`src/pkg/flash_spi_params.svh`:
```
// Constants of the serial flash page-write front end: opcodes, geometry,
// status bit positions and internal cycle timing.
// Assumes a 100 MHz system clock; included by its bare name.
// What this block does
// RQ1 - Shift output bits on serial clock falling edge
// RQ2 - Sample input bits on serial clock rising edge
// RQ3 - Deselected means output held in high impedance
// RQ4 - Deselected and idle means standby; select means active
// RQ5 - Ignore commands until a chip select falling edge; Read Status is answered before that edge
// RQ6 - Hardware reset low holds reset mode, output released
// RQ7 - Hardware reset aborts running internal cycle
// RQ8 - Write protect pin freezes block protect bits
// RQ9 - Works with clock idling low or high
// RQ10 - Master selects one device at a time
// RQ11 - Master sends write enable, then page command
// RQ12 - Up to 256 bytes; program clears bits only
// RQ13 - Page write: opcode, three address bytes, data
// RQ14 - Data bytes fill buffer from low address byte
// RQ15 - Internal write starts on chip select rising
// RQ16 - Fill unsupplied bytes, erase page, then program
// RQ17 - Master should write whole runs in one go
// RQ18 - Address is sector, subsector, page, byte fields
// RQ19 - Erase one page, subsector, sector or all
// RQ20 - Protection is per sector; subsectors are 4KB
// RQ21 - Modify commands need write enable latch set
// RQ22 - Write in progress bit set while cycle runs
// RQ23 - Refuse modify commands not multiple of eight clocks
// RQ24 - Buffer pointer wraps within the same page
`ifndef FLASH_SPI_PARAMS_SVH
`define FLASH_SPI_PARAMS_SVH

// Command opcodes
`define FSP_OP_WRITE_ENABLE 8'h11
`define FSP_OP_WRITE_DISABLE 8'h12
`define FSP_OP_READ_STATUS 8'h13
`define FSP_OP_WRITE_STATUS 8'h14
`define FSP_OP_PAGE_WRITE 8'h15
`define FSP_OP_PAGE_PROGRAM 8'h16
`define FSP_OP_PAGE_ERASE 8'h17
`define FSP_OP_SUBSECTOR_ERASE 8'h18
`define FSP_OP_SECTOR_ERASE 8'h19
`define FSP_OP_BULK_ERASE 8'h1A

// Geometry: byte address bits 18:0, sector 18:16, subsector 15:12, page 11:8
`define FSP_PAGE_BYTES 256
`define FSP_ADDR_BITS 19
`define FSP_SECTOR_MSB 18
`define FSP_SECTOR_LSB 16
`define FSP_PAGE_MSB 18
`define FSP_PAGE_LSB 8

// Status byte layout and reset values
`define FSP_STAT_BUSY 0
`define FSP_STAT_LATCH 1
`define FSP_STAT_BP_LSB 2
`define FSP_BP_RESET 3'h0
// Select reads low in reset, so a select already low at release is no edge
`define FSP_PIN_RESET 5'h18

// Internal cycle timing
`define FSP_CLK_PERIOD_NS 10
`define FSP_ERASE_TIME_NS 2000
`define FSP_PROG_TIME_NS 1000
`define FSP_ERASE_CYCLES ((`FSP_ERASE_TIME_NS + `FSP_CLK_PERIOD_NS - 1) / `FSP_CLK_PERIOD_NS)
`define FSP_PROG_CYCLES ((`FSP_PROG_TIME_NS + `FSP_CLK_PERIOD_NS - 1) / `FSP_CLK_PERIOD_NS)

`endif

```
`src/pkg/flash_spi_pkg.sv`:
```
// Types of the serial flash page-write front end.
// Assumes nothing beyond a SystemVerilog compiler.
package flash_spi_pkg;
  typedef enum logic [4:0] {
    ST_IDLE  = 5'b0_0001,
    ST_FILL  = 5'b0_0010,
    ST_ERASE = 5'b0_0100,
    ST_PROG  = 5'b0_1000,
    ST_DONE  = 5'b1_0000
  } op_state_t;

  typedef enum logic [1:0] {
    ERASE_PAGE      = 2'h0,
    ERASE_SUBSECTOR = 2'h1,
    ERASE_SECTOR    = 2'h2,
    ERASE_BULK      = 2'h3
  } erase_kind_t;
endpackage

```
`src/verilog/pin_sync.sv`:
```
// Two-flop synchronisers for the serial pins.
// Assumes all inputs are asynchronous to sys_clk_i.
`timescale 1ns/1ps
`default_nettype none
module pin_sync #(
  parameter int WIDTH = 5,
  parameter logic [WIDTH-1:0] RESET_VAL = '0
) (
  input wire logic sys_clk_i,
  input wire logic reset_n_i,
  input wire logic [WIDTH-1:0] pins_i,
  output logic [WIDTH-1:0] pins_o
);
  logic [WIDTH-1:0] meta;

  // First stage feeds only the second stage
  always_ff @(posedge sys_clk_i) begin
    if (!reset_n_i) begin
      meta <= RESET_VAL;
      pins_o <= RESET_VAL;
    end else begin
      meta <= pins_i;
      pins_o <= meta;
    end
  end
endmodule
`default_nettype wire

```
`src/verilog/page_buffer.sv`:
```
// One-page data buffer with a per-byte "supplied by master" flag.
// Assumes a single writer per cycle; reads are registered.
`timescale 1ns/1ps
`default_nettype none
`include "flash_spi_params.svh"
module page_buffer #(
  parameter int DEPTH = `FSP_PAGE_BYTES,
  parameter int AW = 8
) (
  input wire logic sys_clk_i,
  input wire logic reset_n_i,
  input wire logic clear_i,
  input wire logic wr_en_i,
  input wire logic wr_mark_i,
  input wire logic [AW-1:0] wr_addr_i,
  input wire logic [7:0] wr_data_i,
  input wire logic [AW-1:0] rd_addr_i,
  output logic [7:0] rd_data_o,
  output logic rd_supplied_o
);
  logic [7:0] mem [DEPTH];
  logic [DEPTH-1:0] supplied;

  // Flags are cleared at each frame start while idle; a frame begun while busy keeps earlier flags
  for (genvar g = 0; g < DEPTH; g++) begin : g_flag
    always_ff @(posedge sys_clk_i) begin
      if (!reset_n_i || clear_i) begin
        supplied[g] <= 1'b0;
      end else if (wr_en_i && wr_mark_i && (wr_addr_i == AW'(g))) begin
        supplied[g] <= 1'b1;
      end
    end
  end

  // Storage has no reset; flags decide what is valid
  always_ff @(posedge sys_clk_i) begin
    if (wr_en_i) begin
      mem[wr_addr_i] <= wr_data_i;
    end
  end

  // Registered read port
  always_ff @(posedge sys_clk_i) begin
    if (!reset_n_i) begin
      rd_data_o <= 8'h00;
      rd_supplied_o <= 1'b0;
    end else begin
      rd_data_o <= mem[rd_addr_i];
      rd_supplied_o <= supplied[rd_addr_i];
    end
  end
endmodule
`default_nettype wire

```
`src/verilog/flash_spi_page_write.sv`:
```
// Serial flash front end: SPI slave, command decode, protection and the
// page write / program / erase sequencer driving an external array port.
// Assumes the array answers a read with data on the cycle after array_rd_o.
`timescale 1ns/1ps
`default_nettype none
`include "flash_spi_params.svh"
module flash_spi_page_write #(
  parameter int ERASE_CYCLES = `FSP_ERASE_CYCLES,
  parameter int PROG_CYCLES = `FSP_PROG_CYCLES
) (
  input wire logic sys_clk_i,
  input wire logic reset_n_i,
  input wire logic spi_clk_i,
  input wire logic chip_sel_n_i,
  input wire logic serial_in_i,
  input wire logic hw_reset_n_i,
  input wire logic write_protect_n_i,
  output logic serial_out_o,
  output logic serial_out_oe_o,
  output logic write_in_progress_o,
  output logic write_enable_latch_o,
  output logic [2:0] block_protect_o,
  output logic active_o,
  output logic [18:0] array_addr_o,
  output logic array_rd_o,
  input wire logic [7:0] array_rdata_i,
  output logic array_wr_o,
  output logic [7:0] array_wdata_o,
  output logic array_erase_o,
  output logic [1:0] array_erase_kind_o
);
  logic [4:0] pins_s;
  logic spi_clk_q;
  logic sel_q;
  logic armed;
  logic [2:0] bit_pos;
  logic [2:0] byte_cnt;
  logic [7:0] shift_in;
  logic [7:0] opcode;
  logic [23:0] addr;
  logic data_seen;
  logic rd_status;
  logic [7:0] out_shift;
  logic [7:0] buf_ptr;
  logic [2:0] bp;
  logic write_enable_latch;
  logic is_program;
  flash_spi_pkg::op_state_t state;
  flash_spi_pkg::op_state_t next_state;
  flash_spi_pkg::erase_kind_t kind;
  logic [31:0] timer;
  logic [8:0] idx;
  logic v1;
  logic v2;
  logic [7:0] idx1;
  logic [7:0] idx2;
  logic [7:0] buf_rdata;
  logic buf_sup;

  // Pin order: write protect, hw reset, serial in, chip select, serial clock
  pin_sync #(.WIDTH(5), .RESET_VAL(`FSP_PIN_RESET)) u_sync (
    .sys_clk_i(sys_clk_i),
    .reset_n_i(reset_n_i),
    .pins_i({write_protect_n_i, hw_reset_n_i, serial_in_i, chip_sel_n_i, spi_clk_i}),
    .pins_o(pins_s)
  );

  // Pin decode; serial clock is oversampled, so it must run well below sys_clk_i / 4
  wire sclk_s = pins_s[0];
  wire hw_ok = pins_s[3];
  wire wp_n_s = pins_s[4];
  wire selected = ~pins_s[1] & hw_ok;
  wire spi_rise = selected & sclk_s & ~spi_clk_q;
  wire spi_fall = selected & ~sclk_s & spi_clk_q;
  wire sel_start = selected & ~sel_q;
  wire sel_end = ~selected & sel_q & hw_ok;
  wire st_idle = (state == flash_spi_pkg::ST_IDLE);
  wire busy = ~st_idle;
  wire [7:0] rx_byte = {shift_in[6:0], pins_s[2]};
  wire byte_done = spi_rise & (bit_pos == 3'h7);
  wire cnt4 = (byte_cnt == 3'h4);
  wire spi_data_we = byte_done & cnt4 & st_idle;

  // Command qualification at the close of a frame
  wire frame_ok = sel_end & armed & st_idle & (bit_pos == 3'h0); // see RQ5 see RQ23
  wire [2:0] sector = addr[`FSP_SECTOR_MSB:`FSP_SECTOR_LSB]; // see RQ18
  wire [2:0] prot_floor = (bp == 3'h1) ? 3'h7 : (bp == 3'h2) ? 3'h6 : 3'h4;
  wire sector_locked = bp[2] | ((bp != 3'h0) & (sector >= prot_floor)); // see RQ20
  wire op_addr_only = cnt4 & ~data_seen;
  wire mod_ok = frame_ok & write_enable_latch & ~sector_locked; // see RQ21 see RQ8
  wire do_write_enable = frame_ok & (opcode == `FSP_OP_WRITE_ENABLE) & (byte_cnt == 3'h1);
  wire do_wrdi = frame_ok & (opcode == `FSP_OP_WRITE_DISABLE) & (byte_cnt == 3'h1);
  wire do_wrsr = frame_ok & write_enable_latch & wp_n_s & (opcode == `FSP_OP_WRITE_STATUS) &
                 (byte_cnt == 3'h2);
  wire do_page_write = mod_ok & (opcode == `FSP_OP_PAGE_WRITE) & cnt4 & data_seen;
  wire do_page_prog = mod_ok & (opcode == `FSP_OP_PAGE_PROGRAM) & cnt4 & data_seen;
  wire do_pe = mod_ok & (opcode == `FSP_OP_PAGE_ERASE) & op_addr_only;
  wire do_sse = mod_ok & (opcode == `FSP_OP_SUBSECTOR_ERASE) & op_addr_only;
  wire do_se = mod_ok & (opcode == `FSP_OP_SECTOR_ERASE) & op_addr_only;
  wire do_be = frame_ok & write_enable_latch & (bp == 3'h0) & (opcode == `FSP_OP_BULK_ERASE) &
               (byte_cnt == 3'h1);
  wire do_erase = do_pe | do_sse | do_se | do_be; // see RQ19
  // Decoded here so an erase started from idle carries its own kind, not the last one
  wire [1:0] kind_sel = do_be ? 2'h3 : do_se ? 2'h2 : do_sse ? 2'h1 : 2'h0;
  wire start_op = do_page_write | do_page_prog | do_erase;
  wire [7:0] status_byte = {3'h0, bp, write_enable_latch, busy}; // see RQ22

  // Sequencer helpers
  wire [10:0] page = addr[`FSP_PAGE_MSB:`FSP_PAGE_LSB];
  wire issue = (state == flash_spi_pkg::ST_FILL || state == flash_spi_pkg::ST_PROG) & ~idx[8];
  wire fill_we = (state == flash_spi_pkg::ST_FILL) & v2 & ~buf_sup; // see RQ16
  wire pipe_empty = idx[8] & ~v1 & ~v2;
  wire buf_we = spi_data_we | fill_we;
  wire [7:0] buf_waddr = spi_data_we ? buf_ptr : idx2;
  wire [7:0] buf_wdata = spi_data_we ? rx_byte : array_rdata_i;
  wire [7:0] buf_raddr = (state == flash_spi_pkg::ST_FILL) ? idx1 : idx[7:0];
  // Unsupplied bytes of a program go out as all ones so the array keeps them
  wire [7:0] prog_byte = (is_program & ~buf_sup) ? 8'hFF : buf_rdata; // see RQ12

  page_buffer #(.DEPTH(`FSP_PAGE_BYTES), .AW(8)) u_buf (
    .sys_clk_i(sys_clk_i),
    .reset_n_i(reset_n_i),
    .clear_i(sel_start & st_idle),
    .wr_en_i(buf_we),
    .wr_mark_i(spi_data_we),
    .wr_addr_i(buf_waddr),
    .wr_data_i(buf_wdata),
    .rd_addr_i(buf_raddr),
    .rd_data_o(buf_rdata),
    .rd_supplied_o(buf_sup)
  );

  // Edge history and the power-up arm flag
  always_ff @(posedge sys_clk_i) begin
    if (!reset_n_i) begin
      spi_clk_q <= 1'b0;
      sel_q <= 1'b1; // Chip select already low at release is not a falling edge
      armed <= 1'b0;
    end else begin
      spi_clk_q <= sclk_s; // Either idle level works, only edges matter; see RQ9
      sel_q <= selected;
      if (!hw_ok) begin
        armed <= 1'b0;
      end else if (sel_start) begin
        armed <= 1'b1; // see RQ5
      end
    end
  end

  // Receive side: one bit per serial clock rising edge
  always_ff @(posedge sys_clk_i) begin
    if (!reset_n_i) begin
      bit_pos <= 3'h0;
      byte_cnt <= 3'h0;
      shift_in <= 8'h00;
      opcode <= 8'h00;
      addr <= 24'h00_0000;
      data_seen <= 1'b0;
      buf_ptr <= 8'h00;
    end else if (sel_start) begin
      bit_pos <= 3'h0;
      byte_cnt <= 3'h0;
      data_seen <= 1'b0;
    end else if (spi_rise) begin
      shift_in <= rx_byte; // see RQ2
      bit_pos <= bit_pos + 3'h1;
      if (byte_done) begin
        if (byte_cnt == 3'h0) begin
          opcode <= rx_byte;
        end else if (!cnt4) begin
          addr <= {addr[15:0], rx_byte};
        end
        if (byte_cnt == 3'h3) begin
          buf_ptr <= rx_byte; // see RQ14
        end else if (cnt4) begin
          buf_ptr <= buf_ptr + 8'h01; // Wraps inside the page; see RQ24
          data_seen <= 1'b1;
        end
        if (!cnt4) begin
          byte_cnt <= byte_cnt + 3'h1;
        end
      end
    end
  end

  // Transmit side: status byte repeats while the frame lasts
  always_ff @(posedge sys_clk_i) begin
    if (!reset_n_i) begin
      rd_status <= 1'b0;
      out_shift <= 8'h00;
      serial_out_o <= 1'b0;
      serial_out_oe_o <= 1'b0;
    end else begin
      serial_out_oe_o <= selected & rd_status; // see RQ3 see RQ6
      if (!selected) begin
        rd_status <= 1'b0;
      end else if (byte_done && (byte_cnt == 3'h0) && (rx_byte == `FSP_OP_READ_STATUS)) begin
        rd_status <= 1'b1;
      end
      if (byte_done) begin
        out_shift <= status_byte;
      end else if (spi_fall && rd_status) begin
        serial_out_o <= out_shift[7]; // see RQ1
        out_shift <= {out_shift[6:0], 1'b0};
      end
    end
  end

  // Write enable latch and block protect bits
  always_ff @(posedge sys_clk_i) begin
    if (!reset_n_i) begin
      write_enable_latch <= 1'b0;
      bp <= `FSP_BP_RESET;
    end else if (!hw_ok) begin
      write_enable_latch <= 1'b0; // see RQ21
    end else begin
      if (do_write_enable) begin
        write_enable_latch <= 1'b1;
      end else if (do_wrdi || do_wrsr || state == flash_spi_pkg::ST_DONE) begin
        write_enable_latch <= 1'b0; // see RQ21
      end
      if (do_wrsr) begin
        bp <= addr[`FSP_STAT_BP_LSB +: 3]; // Frozen while protect pin is low; see RQ8
      end
    end
  end

  // Sequencer next state
  always_comb begin
    next_state = state;
    case (state)
      flash_spi_pkg::ST_IDLE: begin
        if (do_page_write) begin
          next_state = flash_spi_pkg::ST_FILL; // see RQ15
        end else if (do_page_prog) begin
          next_state = flash_spi_pkg::ST_PROG;
        end else if (do_erase) begin
          next_state = flash_spi_pkg::ST_ERASE;
        end
      end
      flash_spi_pkg::ST_FILL: begin
        if (pipe_empty) begin
          next_state = flash_spi_pkg::ST_ERASE;
        end
      end
      flash_spi_pkg::ST_ERASE: begin
        if (timer == 32'h0000_0000) begin
          next_state = is_program ? flash_spi_pkg::ST_PROG : flash_spi_pkg::ST_DONE;
        end
      end
      flash_spi_pkg::ST_PROG: begin
        if (pipe_empty && timer == 32'h0000_0000) begin
          next_state = flash_spi_pkg::ST_DONE;
        end
      end
      flash_spi_pkg::ST_DONE: next_state = flash_spi_pkg::ST_IDLE;
      default: next_state = flash_spi_pkg::ST_IDLE;
    endcase
  end

  // Sequencer state; page write reuses the program path after its erase
  always_ff @(posedge sys_clk_i) begin
    if (!reset_n_i || !hw_ok) begin
      state <= flash_spi_pkg::ST_IDLE; // Abort, array contents left undefined; see RQ7
      is_program <= 1'b0;
      kind <= flash_spi_pkg::ERASE_PAGE;
      timer <= 32'h0000_0000;
      idx <= 9'h000;
    end else begin
      state <= next_state;
      if (st_idle) begin
        // Page write keeps this set through fill and erase so the erase leads on to program
        is_program <= do_page_prog | do_page_write;
        kind <= flash_spi_pkg::erase_kind_t'(kind_sel);
      end
      if (next_state != state) begin
        idx <= 9'h000;
        timer <= (next_state == flash_spi_pkg::ST_ERASE) ? 32'(ERASE_CYCLES - 1) :
                 32'(PROG_CYCLES - 1);
      end else begin
        idx <= issue ? idx + 9'h001 : idx;
        timer <= (timer != 32'h0000_0000) ? timer - 32'h0000_0001 : timer;
      end
      if (state == flash_spi_pkg::ST_ERASE && next_state == flash_spi_pkg::ST_PROG) begin
        is_program <= 1'b0;
      end
    end
  end

  // Read pipeline and array port, all outputs registered
  always_ff @(posedge sys_clk_i) begin
    if (!reset_n_i || !hw_ok) begin
      v1 <= 1'b0;
      v2 <= 1'b0;
      idx1 <= 8'h00;
      idx2 <= 8'h00;
      array_addr_o <= 19'h0_0000;
      array_rd_o <= 1'b0;
      array_wr_o <= 1'b0;
      array_wdata_o <= 8'h00;
      array_erase_o <= 1'b0;
      array_erase_kind_o <= 2'h0;
    end else begin
      v1 <= issue;
      v2 <= v1 & (state == flash_spi_pkg::ST_FILL);
      idx1 <= idx[7:0];
      idx2 <= idx1;
      array_rd_o <= issue & (state == flash_spi_pkg::ST_FILL);
      array_wr_o <= v1 & (state == flash_spi_pkg::ST_PROG);
      array_wdata_o <= prog_byte;
      array_erase_o <= (state != flash_spi_pkg::ST_ERASE) &&
                       (next_state == flash_spi_pkg::ST_ERASE);
      array_erase_kind_o <= (state == flash_spi_pkg::ST_FILL) ? 2'h0 : st_idle ? kind_sel : kind;
      if (issue && state == flash_spi_pkg::ST_FILL) begin
        array_addr_o <= {page, idx[7:0]};
      end else if (v1 && state == flash_spi_pkg::ST_PROG) begin
        array_addr_o <= {page, idx1};
      end else if (state == flash_spi_pkg::ST_IDLE) begin
        array_addr_o <= addr[18:0];
      end
    end
  end

  // Status outputs
  always_ff @(posedge sys_clk_i) begin
    if (!reset_n_i) begin
      write_in_progress_o <= 1'b0;
      active_o <= 1'b0;
    end else begin
      write_in_progress_o <= busy; // see RQ22
      active_o <= selected | busy; // Standby only when deselected and idle; see RQ4
    end
  end

  assign write_enable_latch_o = write_enable_latch;
  assign block_protect_o = bp;

  AST_HIZ_DESELECTED: assert property (@(posedge sys_clk_i) disable iff (!reset_n_i) // see RQ3
    !selected |=> !serial_out_oe_o) else $error("output driven while deselected");
  AST_RESET_MODE: assert property (@(posedge sys_clk_i) disable iff (!reset_n_i) // see RQ6
    !hw_ok |=> (!serial_out_oe_o && !write_enable_latch && state == flash_spi_pkg::ST_IDLE))
    else $error("reset mode not entered");
  AST_ABORT: assert property (@(posedge sys_clk_i) disable iff (!reset_n_i) // see RQ7
    (busy && !hw_ok) |=> ##1 !write_in_progress_o && !array_wr_o)
    else $error("internal cycle not aborted");
  AST_ARMED_FIRST: assert property (@(posedge sys_clk_i) disable iff (!reset_n_i) // see RQ5
    start_op |-> armed && $past(armed)) else $error("command taken before select edge");
  AST_LATCH_NEEDED: assert property (@(posedge sys_clk_i) disable iff (!reset_n_i) // see RQ21
    (start_op || do_wrsr) |-> write_enable_latch ##1 (busy || !write_enable_latch))
    else $error("modify without latch");
  AST_MULTIPLE_EIGHT: assert property (@(posedge sys_clk_i) disable iff (!reset_n_i) // see RQ23
    start_op |-> bit_pos == 3'h0) else $error("partial byte accepted");
  AST_PROTECTED: assert property (@(posedge sys_clk_i) disable iff (!reset_n_i) // see RQ8
    (do_page_write || do_page_prog || do_pe || do_sse || do_se) |-> !sector_locked)
    else $error("protected sector modified");
  AST_BUSY_TRACKS: assert property (@(posedge sys_clk_i) disable iff (!reset_n_i) // see RQ22
    busy |=> write_in_progress_o) else $error("busy flag missing");
  AST_OUT_ON_FALL: assert property (@(posedge sys_clk_i) disable iff (!reset_n_i) // see RQ1
    $changed(serial_out_o) |-> $past(spi_fall)) else $error("output moved off falling edge");
  AST_SAMPLE_ON_RISE: assert property (@(posedge sys_clk_i) disable iff (!reset_n_i) // see RQ2
    $changed(bit_pos) && !$past(sel_start) |-> $past(spi_rise)) else $error("bit taken off edge");
  AST_FILL_ERASE_PROG: assert property (@(posedge sys_clk_i) disable iff (!reset_n_i) // see RQ16
    (state == flash_spi_pkg::ST_FILL && next_state == flash_spi_pkg::ST_ERASE && hw_ok)
    |=> array_erase_o && array_erase_kind_o == 2'h0) else $error("page erase not started");
endmodule
`default_nettype wire

```
`config.mk`:
```
export PLATFORM = sky130hd
export DESIGN_NAME = flash_spi_page_write
export DESIGN_NICKNAME = d
export VERILOG_FILES = /design/src/pkg/flash_spi_pkg.sv /design/src/verilog/pin_sync.sv /design/src/verilog/page_buffer.sv /design/src/verilog/flash_spi_page_write.sv
export VERILOG_INCLUDE_DIRS = /design/src /design/src/pkg
export SDC_FILE = /design/constraint.sdc
export NUM_CORES = 2
export LEC_CHECK = 0
export CAP_MARGIN = 10
export CELL_PAD_IN_SITES_DETAIL_PLACEMENT = 0
export CELL_PAD_IN_SITES_GLOBAL_PLACEMENT = 2
export CORE_AREA = 2 2 686 415
export DETAILED_ROUTE_END_ITERATION = 7
export DIE_AREA = 0 0 688 417
export DONT_BUFFER_PORTS = 1
export PLACE_DENSITY_LB_ADDON = 0.1
export SLEW_MARGIN = 20
export SYNTH_ARGS = -nofsm -noshare
export SYNTH_HDL_FRONTEND = slang
export SYNTH_HIERARCHICAL = 1
export SYNTH_SLANG_ARGS = --single-unit
```
`constraint.sdc`:
```
create_clock -name sys_clk_i -period 13.95 [get_ports sys_clk_i]
set_clock_uncertainty 0.1 [all_clocks]
set_input_delay 2.0925 -clock sys_clk_i [delete_from_list [all_inputs] [get_ports sys_clk_i]]
set_output_delay 2.0925 -clock sys_clk_i [all_outputs]
set_load 0.01 [all_outputs]
```
==> impl_metrics.ini <==
[outcome]
status = completed

[finish]
syn2layout_area_growth_pct = 12.1
drive_gt1_share_pct = 17.3
nFillCells = 25747
final_nets = 5863
finish.utilization_pct = 39.1
layout_common_cells = edfxtp_1 (2048), nor2_1 (633), dfxtp_1 (443)
final_common_cell = edfxtp_1
fin_cells = 9789

[synthesis]
ys_seq_area_share_pct = 71.8
netlist_instances = 5829
synth_edf_count = 2048
ys.warnings.count = 6
ys.flop_type = edfxtp_1
ys_types = 90
yosys_register_bits = 2491
synthArstFlopShare_pct = 0
synthesis.area_um2 = 98000
syn_avg_cell_area_um2 = 16.8
syn-num-nets = 5857

[worst_setup_path]
worstReg2RegEnd = u_buf/mem[17][4]
worstSetupPathType = register to register
ff2ff_path_depth = 11
crit_start = u_sync/pins_o[3]
r2r_slack_ns = 7.47
crit_required_ns = 14.37
r2r_start = u_sync/pins_o[3]
endpoint = u_buf/mem[17][4]
path_cells = nand2b_1, nor3b_2, nand2_1, nor3_2, buf_4, mux2_2, nand2b_1, nor3_2, buf_4, nand2_2, nor2_1
crit_path_end_kind = register
max_stage_delay_ns = 0.94
crit_slowest_cell = nor2_1
critPathMaxFanout = 21
cp-start-kind = register
crit_arrival_ns = 6.90

[global_routing]
grtUsageMet1_pct = 36.8
grt_pass1_vias = 51998
grtUsageMet3_pct = 3.45
grt-busiest-layer = met1
grt-ovfl-total = 0
grt_pass1_wl_mm = 434
gr-usage-met2_pct = 27.8
antenna_found_initial = 23
grt_usage_pct = 21.4
grt_max_degree = 204

[timing]
tns_ns = 0
fin_crit_ns = 6.48
hold_viol = 0
rsz0062_at_grt = no
max_freq_mhz = 154
report.final.slew_viol_count = 0
worst_pin_slew_ns = 1.25
setup_viol = 0
relSlewSlack_pct = 16.3
period_share_pct = 46.4
fin_ws_ns = 7.47

[clock_tree]
cts_buffer_depth = 4
clockRootBuffer = clkbuf_16
cts_tree = built
post_cts_buffers = 0
htree_levels = 4
clock-sinks = 2491
postCtsHoldBufs = 0
cts.clk_slew.worst_paths_ns = 0.07
ctsResizeCount = 0
insertion_delay_ns = 0.93
numCtsBuffers = 246

[pwr]
vdd_ir_drop_max_v = 0.000101
power_leakage_nw = 33.0
power.density_nw_per_um2 = 135
totalPowerFinal_mw = 14.9

[die]
initial_core_util_pct = 34.9
fp.coreArea_um2 = 281000
die-width_um = 688
chipHeight_um = 417
num_io_pins = 55
rows = 151
dieArea_um2 = 287000

[placement]
gp_congestion = 0.790
hpwl_mm = 193
port-buffer-count = 0
pre_cts_slack_ns = 7.56
place_inst = 9333

[worst_hold_path]
whs_path_depth = 1
min_path_type = register to register

[route]
drc = 0
via_per_inst = 5.56
wire_per_inst_um = 31.9
drt_first_iter_violations = 5674
routed-via-count = 54452
ant_nets = 0
wl_mm = 312
first_pass_iters = 5

[run]
cap_violations = 0
## report_power, final
part | switching, mW | internal, mW | total, mW
registers | 0.00426 | 8.04 | 8.04
logic | 0.139 | 0.0140 | 0.153
clock network | 2.93 | 3.73 | 6.66
## worst min path at each step
stage                         from                to
detailed placement  u_sync/meta[4]  u_sync/pins_o[4]
global placement    u_sync/meta[4]  u_sync/pins_o[4]
floorplan           u_sync/meta[3]  u_sync/pins_o[3]
CTS                 u_sync/meta[4]  u_sync/pins_o[4]
finish              u_sync/meta[4]  u_sync/pins_o[4]
global route        u_sync/meta[4]  u_sync/pins_o[4]
## cells in the mapped netlist, types with 13 or more instances
master | number | area [um^2]
and3_1 | 32 | 200
ha_1 | 13 | 163
a211oi_1 | 27 | 203
and2_1 | 19 | 119
o221ai_1 | 113 | 990
mux2i_1 | 317 | 3170
o31ai_1 | 16 | 120
buf_2 | 54 | 270
buf_4 | 26 | 195
mux4_2 | 414 | 9320
o21ai_0 | 52 | 260
nand4_1 | 17 | 106
nand2b_1 | 32 | 200
nor2_1 | 653 | 2450
xor2_1 | 22 | 193
a21boi_0 | 41 | 308
nor2b_1 | 47 | 294
nand3_1 | 39 | 195
nor3_1 | 54 | 270
nor4_1 | 23 | 144
buf_8 | 19 | 285
mux4_1 | 29 | 762
nand2_1 | 223 | 837
a21oi_1 | 369 | 1850
a22oi_1 | 74 | 556
clkbuf_1 | 212 | 796
edfxtp_1 | 2048 | 61500
dfxtp_1 | 443 | 8870
a31oi_1 | 16 | 100
buf_1 | 15 | 56.3
o22ai_1 | 94 | 588
xnor2_1 | 15 | 131
buf_6 | 42 | 473
mux2_2 | 47 | 529
inv_1 | 16 | 60.1
## critical path: cells and delay by family, from the launching register on
family / cells / cell delay, ns
buf+inv: 2 / 0.79
flops: 1 / 0.78
mux: 1 / 0.48
simple gates: 8 / 3.84
## sequential cells by signal, indices dropped and copies added, names as in the netlist, 5 cells and up
name,count
array_addr_o,19
idx,9
opcode,8
out_shift,8
addr,19
u_sync/meta,5
u_sync/pins_o,5
buf_ptr,8
timer,32
u_buf/mem,2048
idx1,8
array_wdata_o,8
u_buf/rd_data_o,8
shift_in,7
state,5
idx2,8
u_buf/supplied,256
## cell families after synthesis
logic type	share of synthesized area [%]
AO/OA/AOI/OAI	5.75
XOR/XNOR	0.331
adder cells (fa/ha/maj)	0.166
buffers and inverters	2.35
flip-flops	71.8
multiplexers	14.1
AND/OR/NAND/NOR	5.48
## through the flow
stage	hold WS [ns]	instance area (um^2)
floorplan	0.286	98000
global placement	0.308	102000
detailed placement	0.298	102000
CTS	0.324	110000
global route	0.351	110000
finish	0.327	110000
## area by class of cell
| class | instances | area [um^2] | share of cell area (%) |
|---|---|---|---|
| Antenna cell | 7 | 17.5 | 0.0160 |
| Clock buffer | 308 | 6540 | 5.96 |
| Clock inverter | 139 | 1320 | 1.20 |
| Inverter | 17 | 66.3 | 0.0604 |
| Multi-Input combinational cell | 2942 | 25600 | 23.4 |
| Sequential cell | 2491 | 70400 | 64.1 |
| Tap cell | 3748 | 4690 | 4.27 |
| Timing Repair Buffer | 137 | 1150 | 1.05 |
## per-layer routing
layer	vias up	wire length, um
li1	23045	-
met1	29241	164000
met2	1856	122000
met3	310	21700
met4	0	4690
met5	-	0
No activity file was read; power rests on OpenSTA's default activity.
